===== src/sarr_defs.vh =====
// Constants for the converter start and serial readout logic
`ifndef SARR_DEFS_VH
`define SARR_DEFS_VH

// Result word
`define SARR_RES_BITS 16
`define SARR_MSB 15
`define SARR_CODE_MAX 16'h7FFF
`define SARR_CODE_MIN 16'h8000
`define SARR_CODE_FLIP 16'h8000
`define SARR_RESULT_RST 16'h0000

// Chain delay in shift clock cycles
`define SARR_CHAIN_DELAY 16

// Timing
`define SARR_CLK_PERIOD_NS 10
`define SARR_TCONV_MIN_NS 500
`define SARR_TCONV_MAX_NS 1600
`define SARR_TCONV_MIN_CYC ((`SARR_TCONV_MIN_NS + `SARR_CLK_PERIOD_NS - 1) / `SARR_CLK_PERIOD_NS)
`define SARR_TCONV_MAX_CYC (`SARR_TCONV_MAX_NS / `SARR_CLK_PERIOD_NS)
`define SARR_STEP_CYC 6

// Conversion states
`define SARR_ST_IDLE 2'h0
`define SARR_ST_CONV 2'h1
`define SARR_ST_READY 2'h2

// Interface modes
`define SARR_MODE_SELECT 1'h0
`define SARR_MODE_CHAIN 1'h1

`endif


===== src/sarr_sync.v =====
// Two-flop synchronisers, one per input bit
`timescale 1ns/1ps
module sarr_sync #(
  parameter WIDTH = 3
) (
  input wire i_clock,
  input wire i_rst_n,
  input wire [WIDTH-1:0] i_async,
  output wire [WIDTH-1:0] o_sync
);

  genvar g;

  // ==========================================================
  // Per-bit synchroniser
  generate
    for (g = 0; g < WIDTH; g = g + 1) begin : g_bit
      reg meta_ff;
      reg sync_ff;
      always @(posedge i_clock or negedge i_rst_n) begin
        if (!i_rst_n) begin
          meta_ff <= 1'b0;
          sync_ff <= 1'b0;
        end else begin
          meta_ff <= i_async[g];
          sync_ff <= meta_ff;
        end
      end
      assign o_sync[g] = sync_ff;
    end
  endgenerate

endmodule


===== src/sarr_top.v =====
// Conversion start, successive approximation and serial readout of the converter
`timescale 1ns/1ps
`include "sarr_defs.vh"
// Summary of operation
// - Convert rising edge while not converting starts conversion and latches chain or select mode.
// - Input level is held from the convert rising edge for that conversion.
// - Select mode drives the serial output only while convert or serial input is low.
// - Result leaves on the serial output, stepping with the host shift clock.
// - While selected, each shift clock cycle after any busy bit advances the result one bit, up to sixteen bits.
// - Serial input low at convert rising edge selects chain mode.
// - Chain mode passes the upstream result stream through onto one line.
// - Chain input reappears on the output sixteen shift clocks later.
// - Serial input high at convert rising edge selects select mode.
// - Select mode enables the output while serial input or convert is low, until sixteen result bits are shifted out.
// - Select mode with either line low at completion gives busy indication.
// - Conversion completes between 0.5 and 1.6 us after convert edge.
// - Result starts with bit fifteen, valid in the ready state with the output enabled and any busy bit clocked out.
// - Two's-complement result saturating at 7FFF and 8000.
// - Conversion runs from the internal clock, not the shift clock.
module sarr_top #(
  parameter AIN_BITS = 18,
  parameter STEP_CYCLES = `SARR_STEP_CYC
) (
  input wire I_CLOCK,
  input wire I_RST_N,
  input wire I_CONVERT_START,
  input wire I_SHIFT_CLOCK,
  input wire I_SERIAL_CHAIN_IN,
  input wire signed [AIN_BITS-1:0] I_ANALOG_LEVEL,
  output wire O_SERIAL_RESULT_OUT,
  output wire O_SERIAL_RESULT_OE,
  output wire O_CHAIN_MODE,
  output wire O_CONVERTING
);

  localparam RB = `SARR_RES_BITS;
  localparam [3:0] LAST_BIT = 4'hF;
  localparam [4:0] CHAIN_LEN = `SARR_CHAIN_DELAY;
  localparam [7:0] STEP_LAST = STEP_CYCLES[7:0] - 8'h01;
  localparam signed [AIN_BITS-1:0] AIN_MAX = 32767;
  localparam signed [AIN_BITS-1:0] AIN_MIN = -32768;

  // ==========================================================
  // Pin synchronisation
  wire [2:0] sync_in;
  wire [2:0] sync_out;
  wire cnv_s;
  wire sck_s;
  wire sdi_s;

  assign sync_in = {I_SERIAL_CHAIN_IN, I_SHIFT_CLOCK, I_CONVERT_START};

  sarr_sync #(
    .WIDTH(3)
  ) u_sync (
    .i_clock(I_CLOCK),
    .i_rst_n(I_RST_N),
    .i_async(sync_in),
    .o_sync(sync_out)
  );

  assign cnv_s = sync_out[0];
  assign sck_s = sync_out[1];
  assign sdi_s = sync_out[2];

  // ==========================================================
  // Edge detection
  reg cnv_prev_ff;
  reg sck_prev_ff;
  wire cnv_rise;
  wire sck_fall;

  always @(posedge I_CLOCK or negedge I_RST_N) begin
    if (!I_RST_N) begin
      cnv_prev_ff <= 1'b0;
      sck_prev_ff <= 1'b0;
    end else begin
      cnv_prev_ff <= cnv_s;
      sck_prev_ff <= sck_s;
    end
  end

  assign cnv_rise = cnv_s & ~cnv_prev_ff;
  assign sck_fall = sck_prev_ff & ~sck_s;

  // ==========================================================
  // Conversion control
  reg [1:0] state_ff;
  reg [1:0] nxt_state;
  reg mode_ff;
  reg [7:0] step_cnt_ff;
  reg [3:0] bit_idx_ff;
  reg nxt_mode;
  reg [7:0] nxt_step_cnt;
  reg [3:0] nxt_bit_idx;
  wire start_conv;
  wire step_done;
  wire conv_done;
  wire sel_en;

  assign start_conv = cnv_rise & (state_ff != `SARR_ST_CONV);
  assign step_done = (state_ff == `SARR_ST_CONV) && (step_cnt_ff == STEP_LAST);
  assign conv_done = step_done && (bit_idx_ff == 4'h0);
  assign sel_en = ~cnv_s | ~sdi_s;

  always @* begin
    case (state_ff)
      `SARR_ST_IDLE: begin
        nxt_state = start_conv ? `SARR_ST_CONV : `SARR_ST_IDLE;
      end
      `SARR_ST_CONV: begin
        nxt_state = conv_done ? `SARR_ST_READY : `SARR_ST_CONV;
      end
      `SARR_ST_READY: begin
        nxt_state = start_conv ? `SARR_ST_CONV : `SARR_ST_READY;
      end
      default: begin
        nxt_state = `SARR_ST_IDLE;
      end
    endcase
  end

  always @(posedge I_CLOCK or negedge I_RST_N) begin
    if (!I_RST_N) begin
      state_ff <= `SARR_ST_IDLE;
    end else begin
      state_ff <= nxt_state;
    end
  end

  // Mode latch on the convert rising edge
  always @* begin
    nxt_mode = mode_ff;
    if (start_conv) begin
      nxt_mode = sdi_s ? `SARR_MODE_SELECT : `SARR_MODE_CHAIN;
    end
  end

  always @(posedge I_CLOCK or negedge I_RST_N) begin
    if (!I_RST_N) begin
      mode_ff <= `SARR_MODE_SELECT;
    end else begin
      mode_ff <= nxt_mode;
    end
  end

  // Internal conversion timing
  always @* begin
    nxt_step_cnt = step_cnt_ff;
    nxt_bit_idx = bit_idx_ff;
    if (start_conv) begin
      nxt_step_cnt = 8'h00;
      nxt_bit_idx = LAST_BIT;
    end else if (state_ff == `SARR_ST_CONV) begin
      if (step_done) begin
        nxt_step_cnt = 8'h00;
        nxt_bit_idx = bit_idx_ff - 4'h1;
      end else begin
        nxt_step_cnt = step_cnt_ff + 8'h01;
      end
    end
  end

  always @(posedge I_CLOCK or negedge I_RST_N) begin
    if (!I_RST_N) begin
      step_cnt_ff <= 8'h00;
      bit_idx_ff <= LAST_BIT;
    end else begin
      step_cnt_ff <= nxt_step_cnt;
      bit_idx_ff <= nxt_bit_idx;
    end
  end

  // ==========================================================
  // Sample and successive approximation
  reg [RB-1:0] target_ff;
  reg [RB-1:0] sar_ff;
  reg [RB-1:0] nxt_target;
  reg [RB-1:0] nxt_sar;
  reg [RB-1:0] sat_code;
  wire [RB-1:0] trial;
  wire [RB-1:0] bit_mask;
  wire [RB-1:0] final_code;

  always @* begin
    if (I_ANALOG_LEVEL > AIN_MAX) begin
      sat_code = `SARR_CODE_MAX;
    end else if (I_ANALOG_LEVEL < AIN_MIN) begin
      sat_code = `SARR_CODE_MIN;
    end else begin
      sat_code = I_ANALOG_LEVEL[RB-1:0];
    end
  end

  assign bit_mask = {{(RB-1){1'b0}}, 1'b1} << bit_idx_ff;
  assign trial = sar_ff | bit_mask;
  // Code left after the last trial step
  assign final_code = (trial <= target_ff) ? trial : sar_ff;

  // One trial bit per step, most significant first
  always @* begin
    nxt_target = target_ff;
    nxt_sar = sar_ff;
    if (start_conv) begin
      nxt_target = sat_code ^ `SARR_CODE_FLIP;
      nxt_sar = `SARR_RESULT_RST;
    end else if (step_done && (trial <= target_ff)) begin
      nxt_sar = trial;
    end
  end

  always @(posedge I_CLOCK or negedge I_RST_N) begin
    if (!I_RST_N) begin
      target_ff <= `SARR_RESULT_RST;
      sar_ff <= `SARR_RESULT_RST;
    end else begin
      target_ff <= nxt_target;
      sar_ff <= nxt_sar;
    end
  end

  // ==========================================================
  // Serial readout
  reg [RB-1:0] shift_ff;
  reg [4:0] shift_cnt_ff;
  reg busy_pend_ff;
  reg read_done_ff;

  always @(posedge I_CLOCK or negedge I_RST_N) begin
    if (!I_RST_N) begin
      shift_ff <= `SARR_RESULT_RST;
      shift_cnt_ff <= 5'h00;
      busy_pend_ff <= 1'b0;
      read_done_ff <= 1'b0;
    end else if (start_conv) begin
      shift_cnt_ff <= 5'h00;
      busy_pend_ff <= 1'b0;
      read_done_ff <= 1'b0;
    end else if (conv_done) begin
      shift_ff <= final_code ^ `SARR_CODE_FLIP;
      busy_pend_ff <= (mode_ff == `SARR_MODE_SELECT) && sel_en;
    end else if ((state_ff == `SARR_ST_READY) && sck_fall) begin
      if (mode_ff == `SARR_MODE_CHAIN) begin
        shift_ff <= {shift_ff[RB-2:0], sdi_s};
      end else if (sel_en && busy_pend_ff) begin
        busy_pend_ff <= 1'b0;
      end else if (sel_en && !read_done_ff) begin
        shift_ff <= {shift_ff[RB-2:0], 1'b0};
        shift_cnt_ff <= shift_cnt_ff + 5'h01;
        if (shift_cnt_ff == CHAIN_LEN - 5'h01) begin
          read_done_ff <= 1'b1;
        end
      end
    end
  end

  // ==========================================================
  // Output pin
  reg sdo_ff;
  reg oe_ff;
  reg nxt_sdo;
  reg nxt_oe;

  always @* begin
    nxt_sdo = 1'b0;
    nxt_oe = 1'b0;
    if (mode_ff == `SARR_MODE_CHAIN) begin
      nxt_oe = 1'b1;
      nxt_sdo = (state_ff == `SARR_ST_READY) ? shift_ff[`SARR_MSB] : 1'b0;
    end else if (sel_en && !read_done_ff) begin
      nxt_oe = 1'b1;
      if (state_ff == `SARR_ST_CONV) begin
        nxt_sdo = 1'b0;
      end else if (busy_pend_ff) begin
        nxt_sdo = 1'b1;
      end else if (state_ff == `SARR_ST_READY) begin
        nxt_sdo = shift_ff[`SARR_MSB];
      end
    end else begin
      nxt_oe = 1'b0;
    end
  end

  always @(posedge I_CLOCK or negedge I_RST_N) begin
    if (!I_RST_N) begin
      sdo_ff <= 1'b0;
      oe_ff <= 1'b0;
    end else begin
      sdo_ff <= nxt_sdo;
      oe_ff <= nxt_oe;
    end
  end

  assign O_SERIAL_RESULT_OUT = sdo_ff;
  assign O_SERIAL_RESULT_OE = oe_ff;
  assign O_CHAIN_MODE = mode_ff;
  assign O_CONVERTING = (state_ff == `SARR_ST_CONV);

endmodule


===== config.mk =====
export PLATFORM = sky130hd
export DESIGN_NAME = sarr_top
export DESIGN_NICKNAME = d
export VERILOG_FILES = /design/src/sarr_sync.v /design/src/sarr_top.v
export VERILOG_INCLUDE_DIRS = /design/src
export SDC_FILE = /design/constraint.sdc
export NUM_CORES = 1
export LEC_CHECK = 0
export ABC_AREA = 0
export BUFFER_PORTS_ARGS = -buffer_cell sky130_fd_sc_hd__buf_4
export CAP_MARGIN = 20
export CELL_PAD_IN_SITES_DETAIL_PLACEMENT = 1
export CELL_PAD_IN_SITES_GLOBAL_PLACEMENT = 2
export CORE_ASPECT_RATIO = 0.8
export CORE_MARGIN = 8
export CORE_UTILIZATION = 41
export DETAILED_ROUTE_END_ITERATION = 10
export PLACE_DENSITY = 0.9
export SYNTH_ARGS = -nofsm -noshare
export SYNTH_HDL_FRONTEND = slang
export SYNTH_HIERARCHICAL = 1
export SYNTH_SLANG_ARGS = --single-unit

===== constraint.sdc =====
create_clock -name I_CLOCK -period 7.3 [get_ports I_CLOCK]
set_clock_uncertainty 0.2 [all_clocks]
set_input_delay 0.365 -clock I_CLOCK [delete_from_list [all_inputs] [get_ports I_CLOCK]]
set_output_delay 0.365 -clock I_CLOCK [all_outputs]
set_load 0.01 [all_outputs]

==> impl_metrics.toml, run 1 <==
[worst_setup_path]
start_kind = "register"
crit_required_ns = 7.26
worstSetupPathType = "reg -> reg"
crit_path_end_kind = "register"
crit_fanout = 15
worstPathArrival_ns = 3.59

[clock_network]
htreeDepth = 3
cts_resized = 0
clock_path_buffers = 2
cts_tree = "built"
clkTransAtPathRegs_ns = 0.06
clockRootBuffer = "clkbuf_16"
cts_hold_buf = 3
clock-sinks = 80
clk-insertion-delay-late_ns = 0.33
cts_buffers = 9
post_cts_buffers = 0

[yosys]
synth-seq-cells = 80
synth.top_cell.area_share = 0.4574
synth_cell_type_count = 50
synth_most_common_cell = "dfrtp_1"
syn_nets = 489
syn_area_per_cell_um2 = 9.428
synth.area.top_cells = "dfrtp_1, ha_1, nand2_1, o21ai_0, o211ai_1"
syn_inst = 441
yosysWarnings = 6
synthTopCellsByCount = "dfrtp_1, nand2_1, o21ai_0"
synth-main-ff-cell = "dfrtp_1"
synth_edf_count = 0
async_reset_ff_frac = 1.000
synth_area_um2 = 4158
synth-seq-area-share = 0.4827
synth_top_area_cell = "dfrtp_1"

[placement]
hpwl_mm = 7.247
place_ws_ns = 3.702
globalplace.congestion = 0.8249
placed_cells_incl_taps = 589
placed_area_um2 = 4448
io_buffer_count = 26

[cells_and_area]
n_antenna_cell = 0
synthToLayoutAreaGrowth_pct = 15.92
final_cells = 609
drive_gt1_frac = 0.1237
fillers = 1197
design_area_um2 = 4820
fin_nets = 513

[detailed_routing]
ant_nets = 0
viasPerCell = 5.484
drc = 0
wl_per_cell_um = 16.79
num_vias = 3340
drt-total-wl_mm = 10.22
drt-pass1-iter-count = 4
drtIter0Drc = 177

[floorplanning]
initial_utilization = 0.4127
die-width_um = 128.6
core_region_area_um2 = 10070
io_pins = 27
dieArea_um2 = 13640
die_height_um = 106.1
rows = 33

[sta]
relSlewSlack = 0.3318
setup_viol = 0
maxSlewViolCount = 0
timing.hold.ws_ns = 0.09006
finalCritPeriodShare = 0.4973
finalHoldViolCount = 0
fmax_mhz = 275.5
rsz0062_at_grt = "false"
setup_tns_ns = 0
setup_ws_ns = 3.670
worst_pin_slew_ns = 0.9956
period_needed_ns = 3.630

[run]
drv_cap = 0

[global_routing]
antenna_found_initial = 0
grtUsageTotal = 0.1610
grt_pass1_vias = 3501
grt_overflow = 0
grt_pass1_wl_mm = 17.67
grt_start_max_net_pins = 81

[status]
status = "complete, no violations"

[power_and_ir_drop]
leakage_nw = 2.247
powerDensity_nw_per_um2 = 343.1
vdd_ir_drop_max_v = 0.0001907

[min_path]
hp-class = "in -> reg"
kinds of logic after synthesis:
group | count (synthesis) | share of synthesized area
buf+inv | 41 | 0.04243
xor+xnor | 5 | 0.01053
simple gates | 168 | 0.1962
fa+ha+maj | 25 | 0.07523
compound gates | 122 | 0.1929
flops | 80 | 0.4827
final timing paths:
path / slack, ns / end / from / cells past startpoint
max: 3.67 / shift_ff[0]$_DFFE_PN0P_ / bit_idx_ff[1]$_DFFE_PN1P_ / 10
min: 0.09 / target_ff[5]$_DFFE_PN0P_ / I_ANALOG_LEVEL[5] / 3
max reg2reg: 3.67 / shift_ff[0]$_DFFE_PN0P_ / bit_idx_ff[1]$_DFFE_PN1P_ / 10
min reg2reg: 0.15 / u_sync/g_bit[2].sync_ff$_DFF_PN0_ / u_sync/g_bit[2].meta_ff$_DFF_PN0_ / 0
max in group asynchronous: 5.93 / bit_idx_ff[1]$_DFFE_PN1P_ / I_RST_N / 3
min in group asynchronous: 0.32 / step_cnt_ff[0]$_DFFE_PN0P_ / I_RST_N / 2
layout by cell type, fill, tap and decap left out, drive strengths merged, types with 2 or more instances in the layout:
| cell type | instances |
|---|---|
| bufinv | 2 |
| buf | 29 |
| a211oi | 3 |
| or3 | 2 |
| o311a | 4 |
| nand3 | 23 |
| xnor2 | 3 |
| a31oi | 4 |
| o31ai | 12 |
| nor3 | 8 |
| nand2b | 15 |
| o211ai | 19 |
| nand2 | 67 |
| and3 | 4 |
| or4 | 2 |
| ha | 25 |
| a21oi | 18 |
| o21a | 2 |
| inv | 21 |
| nand4 | 4 |
| nor2b | 6 |
| clkbuf | 12 |
| dlygate4sd3 | 4 |
| dfrtp | 76 |
| a22oi | 10 |
| and4bb | 2 |
| a21o | 5 |
| xor2 | 2 |
| o21ai | 40 |
| and4 | 2 |
| dfstp | 4 |
| nor2 | 28 |
flip-flops by register name, summed over array words and instances (netlist names), 2 cells and up:
name,flops
target_ff,16
u_sync/g_bit.sync_ff,3
sar_ff,16
shift_cnt_ff,5
u_sync/g_bit.meta_ff,3
step_cnt_ff,8
shift_ff,16
bit_idx_ff,4
state_ff,2
report_power, final:
group	switching [mW]	internal, mW	leakage [nW]
Clock	0.175	0.298	0.143
Combinational	0.354	0.199	1.06
Sequential	0.0804	0.547	1.04
Total	0.610	1.04	2.25
worst max-delay path, stage by stage, from the launching register on:
cell	delay (ns)
dfstp_2	0.57
inv_1	0.09
ha_1	0.27
nand2_1	0.13
nand2b_1	0.07
ha_1	0.31
nand4_2	0.15
or4_4	0.59
a21o_1	0.21
a31oi_2	0.69
a211oi_1	0.16
stage by stage:
stage          utilization  power, mW
2_1_floorplan            -      1.018
3_3_place_gp        0.4415      1.147
3_5_place_dp        0.4415      1.183
4_1_cts             0.4747      1.665
5_1_grt             0.4784      1.778
6_report            0.4784      1.654
layer usage:
layer / vias to the layer above / share of wire / global-route usage
li1: 1608 / - / -
met1: 1684 / 0.49 / 0.2152
met2: 39 / 0.47 / 0.2546
met3: 9 / 0.030 / 0.04052
met4: 0 / 0.011 / 0.04351
met5: - / 0 / 0
layout make-up:
cell class / instances / area, um2 / share of cell area
flip-flops and latches: 80 / 2007 / 0.4164
repair buffers: 33 / 277.8 / 0.05763
clock buffers: 12 / 236.5 / 0.04907
multi-input cells: 320 / 1977 / 0.4102
clock inverters: 3 / 67.56 / 0.01402
well taps: 140 / 175.2 / 0.03634
inverters: 21 / 78.83 / 0.01636
Power figures use the tool's default switching activity.
==> run 2, diff against run 1 <==
--- a/config.mk
+++ b/config.mk
@@ -13,9 +13,9 @@
 export CELL_PAD_IN_SITES_GLOBAL_PLACEMENT = 2
 export CORE_ASPECT_RATIO = 0.8
 export CORE_MARGIN = 8
-export CORE_UTILIZATION = 41
+export CORE_UTILIZATION = 35
 export DETAILED_ROUTE_END_ITERATION = 10
-export PLACE_DENSITY = 0.9
+export PLACE_DENSITY = 0.82
 export SYNTH_ARGS = -nofsm -noshare
 export SYNTH_HDL_FRONTEND = slang
 export SYNTH_HIERARCHICAL = 1
==> constraint.sdc (replaced) <==
create_clock -name I_CLOCK -period 3 [get_ports I_CLOCK]
set_clock_uncertainty 0.2 [all_clocks]
set_input_delay 0.15 -clock I_CLOCK [delete_from_list [all_inputs] [get_ports I_CLOCK]]
set_output_delay 0.15 -clock I_CLOCK [all_outputs]
set_load 0.01 [all_outputs]
==> impl_metrics.toml, run 2 (synthesis gave the netlist of run 1 again) <==
[status]
status = "complete, no violations"

[worst_setup_path]
r2r-start = "bit_idx_ff[3]$_DFFE_PN1P_"
crit_start = "bit_idx_ff[3]$_DFFE_PN1P_"
cp_top_family = "simple AND/OR/NAND/NOR gates"
rrSetupSlack_ns = 0.02
worstSetupPathType = "reg -> reg"
endpoint = "shift_ff[3]$_DFFE_PN0P_"
worstReg2RegEnd = "shift_ff[3]$_DFFE_PN0P_"
path_cells = "buf_4 -> and2_2 -> a21o_1 -> ha_1 -> nand4_2 -> or4_4 -> a21o_4 -> buf_6 -> a311oi_2 -> o211ai_1"
slowest_delay_ns = 0.47
start_kind = "register"
crit_required_ns = 3.01
r2r_cells = 10
cp_num_buf_inv = 2
crit_path_end_kind = "register"
worstPathArrival_ns = 2.99
crit_cells = 10
slowest_stage = "or4_4"
crit_fanout = 4

[floorplanning]
core_region_area_um2 = 11560
die-width_um = 137.9
dieArea_um2 = 15640
io_pins = 27
die_height_um = 113.5
rows = 35
initial_utilization = 0.3596

[clock_network]
cts_tree = "built"
clock-sinks = 80
cts_buffers = 9
clockRootBuffer = "clkbuf_16"
clk-insertion-delay-late_ns = 0.34
clock_path_buffers = 2
clkTransAtPathRegs_ns = 0.06
htreeDepth = 3

[sta]
period_needed_ns = 2.983
relSlewSlack = 0.4005
fmax_mhz = 335.2
rsz0062_at_grt = "true"
finalCritPeriodShare = 0.9944
worst_pin_slew_ns = 0.8959
timing.hold.ws_ns = 0.01811
finalHoldViolCount = 0
maxSlewViolCount = 0
setup_viol = 0

[cells_and_area]
drive_gt1_frac = 0.2452
post-route-util = 0.4777
synthToLayoutAreaGrowth_pct = 32.83
fin_nets = 561
top_regs = "sar_ff x16, shift_ff x16, target_ff x16"
final_cell_mix = "dfrtp_1, nand2_1, buf_4, o21ai_0, nor2_1"
n_antenna_cell = 0
final_common_cell = "dfrtp_1"
design_area_um2 = 5523
fillers = 1297

[power_and_ir_drop]
leakage_nw = 2.539
vdd_ir_drop_max_v = 0.0003977
power_mw = 4.792
powerDensity_nw_per_um2 = 867.8

[placement]
globalplace.congestion = 0.8316
io_buffer_count = 26
hpwl_mm = 7.937
placed_area_um2 = 4636

[global_routing]
grt_pass1_wl_mm = 19.22
grt_pass1_vias = 3753
grt_overflow = 0
grt_start_max_net_pins = 81
grtUsageTotal = 0.1533
antenna_found_initial = 0

[detailed_routing]
drc = 0
ant_nets = 0
viasPerCell = 5.348
num_vias = 3562
drt-pass1-iter-count = 4
drtIter0Drc = 143
wl_per_cell_um = 17.44
drt-total-wl_mm = 11.61

[min_path]
hp-class = "in -> reg"

[run]
drv_cap = 0
## run 2: tightest hold or removal path: cells and delay by family
| family | cells | cell delay (ns) |
|---|---|---|
| compound gates | 2 | 0.13 |
| buf+inv | 1 | 0.13 |
| simple gates | 2 | 0.09 |
## run 2: layout make-up
cell class	count	area, um2	area share
clock buffers	11	242.7	0.04395
inverters	21	83.83	0.01518
clock inverters	5	56.30	0.01019
multi-input cells	320	2218	0.4017
flip-flops and latches	80	2007	0.3634
repair buffers	81	729.5	0.1321
well taps	148	185.2	0.03353
## run 2: how the worst min path moves through the flow
stage,start,end,slack (ns),depth (start not counted)
after global routing,I_RST_N,step_cnt_ff[0]$_DFFE_PN0P_,0.06,2
after floorplan,I_RST_N,O_CHAIN_MODE$_DFFE_PN0P_,-0.35,0
final,I_ANALOG_LEVEL[15],target_ff[0]$_DFFE_PN0P_,0.02,5
after CTS,I_ANALOG_LEVEL[15],target_ff[0]$_DFFE_PN0P_,0.01,5
after detailed placement,I_CONVERT_START,u_sync/g_bit[0].meta_ff$_DFF_PN0_,0.06,1
after global placement,I_SERIAL_CHAIN_IN,u_sync/g_bit[2].meta_ff$_DFF_PN0_,0.06,1
## run 2: repair_timing
action,CTS,global route
gates cloned,0,1
gates resized for setup,23,30
pin swaps,13,14
hold buffers,21,0
hold endpoints to repair,95,0
buffers inserted,7,3
endpoints found under the setup margin,20,20
## run 2: through the flow
step           cells  worst slack (ns)  TNS (ns)
6_report         666           0.01690         0
5_1_grt          666          -0.06432   -0.7855
4_1_cts          661          0.005987         0
3_5_place_dp     619           -0.1206    -1.106
3_3_place_gp     619          -0.04928   -0.2334
2_1_floorplan    441           0.01096         0
## run 2: routing by layer
metal  vias up  part of all wire  global-route usage
met4         0            0.0097             0.04360
met2        44              0.49              0.2424
li1       1711                 -                   -
met1      1796              0.47              0.2052
met5         -                 0                   0
met3        11             0.031             0.03339
## run 2: report_power, final
part | internal, mW | switching [mW]
clock | 0.666 | 0.436
combinational | 0.976 | 1.20
sequential | 1.33 | 0.185
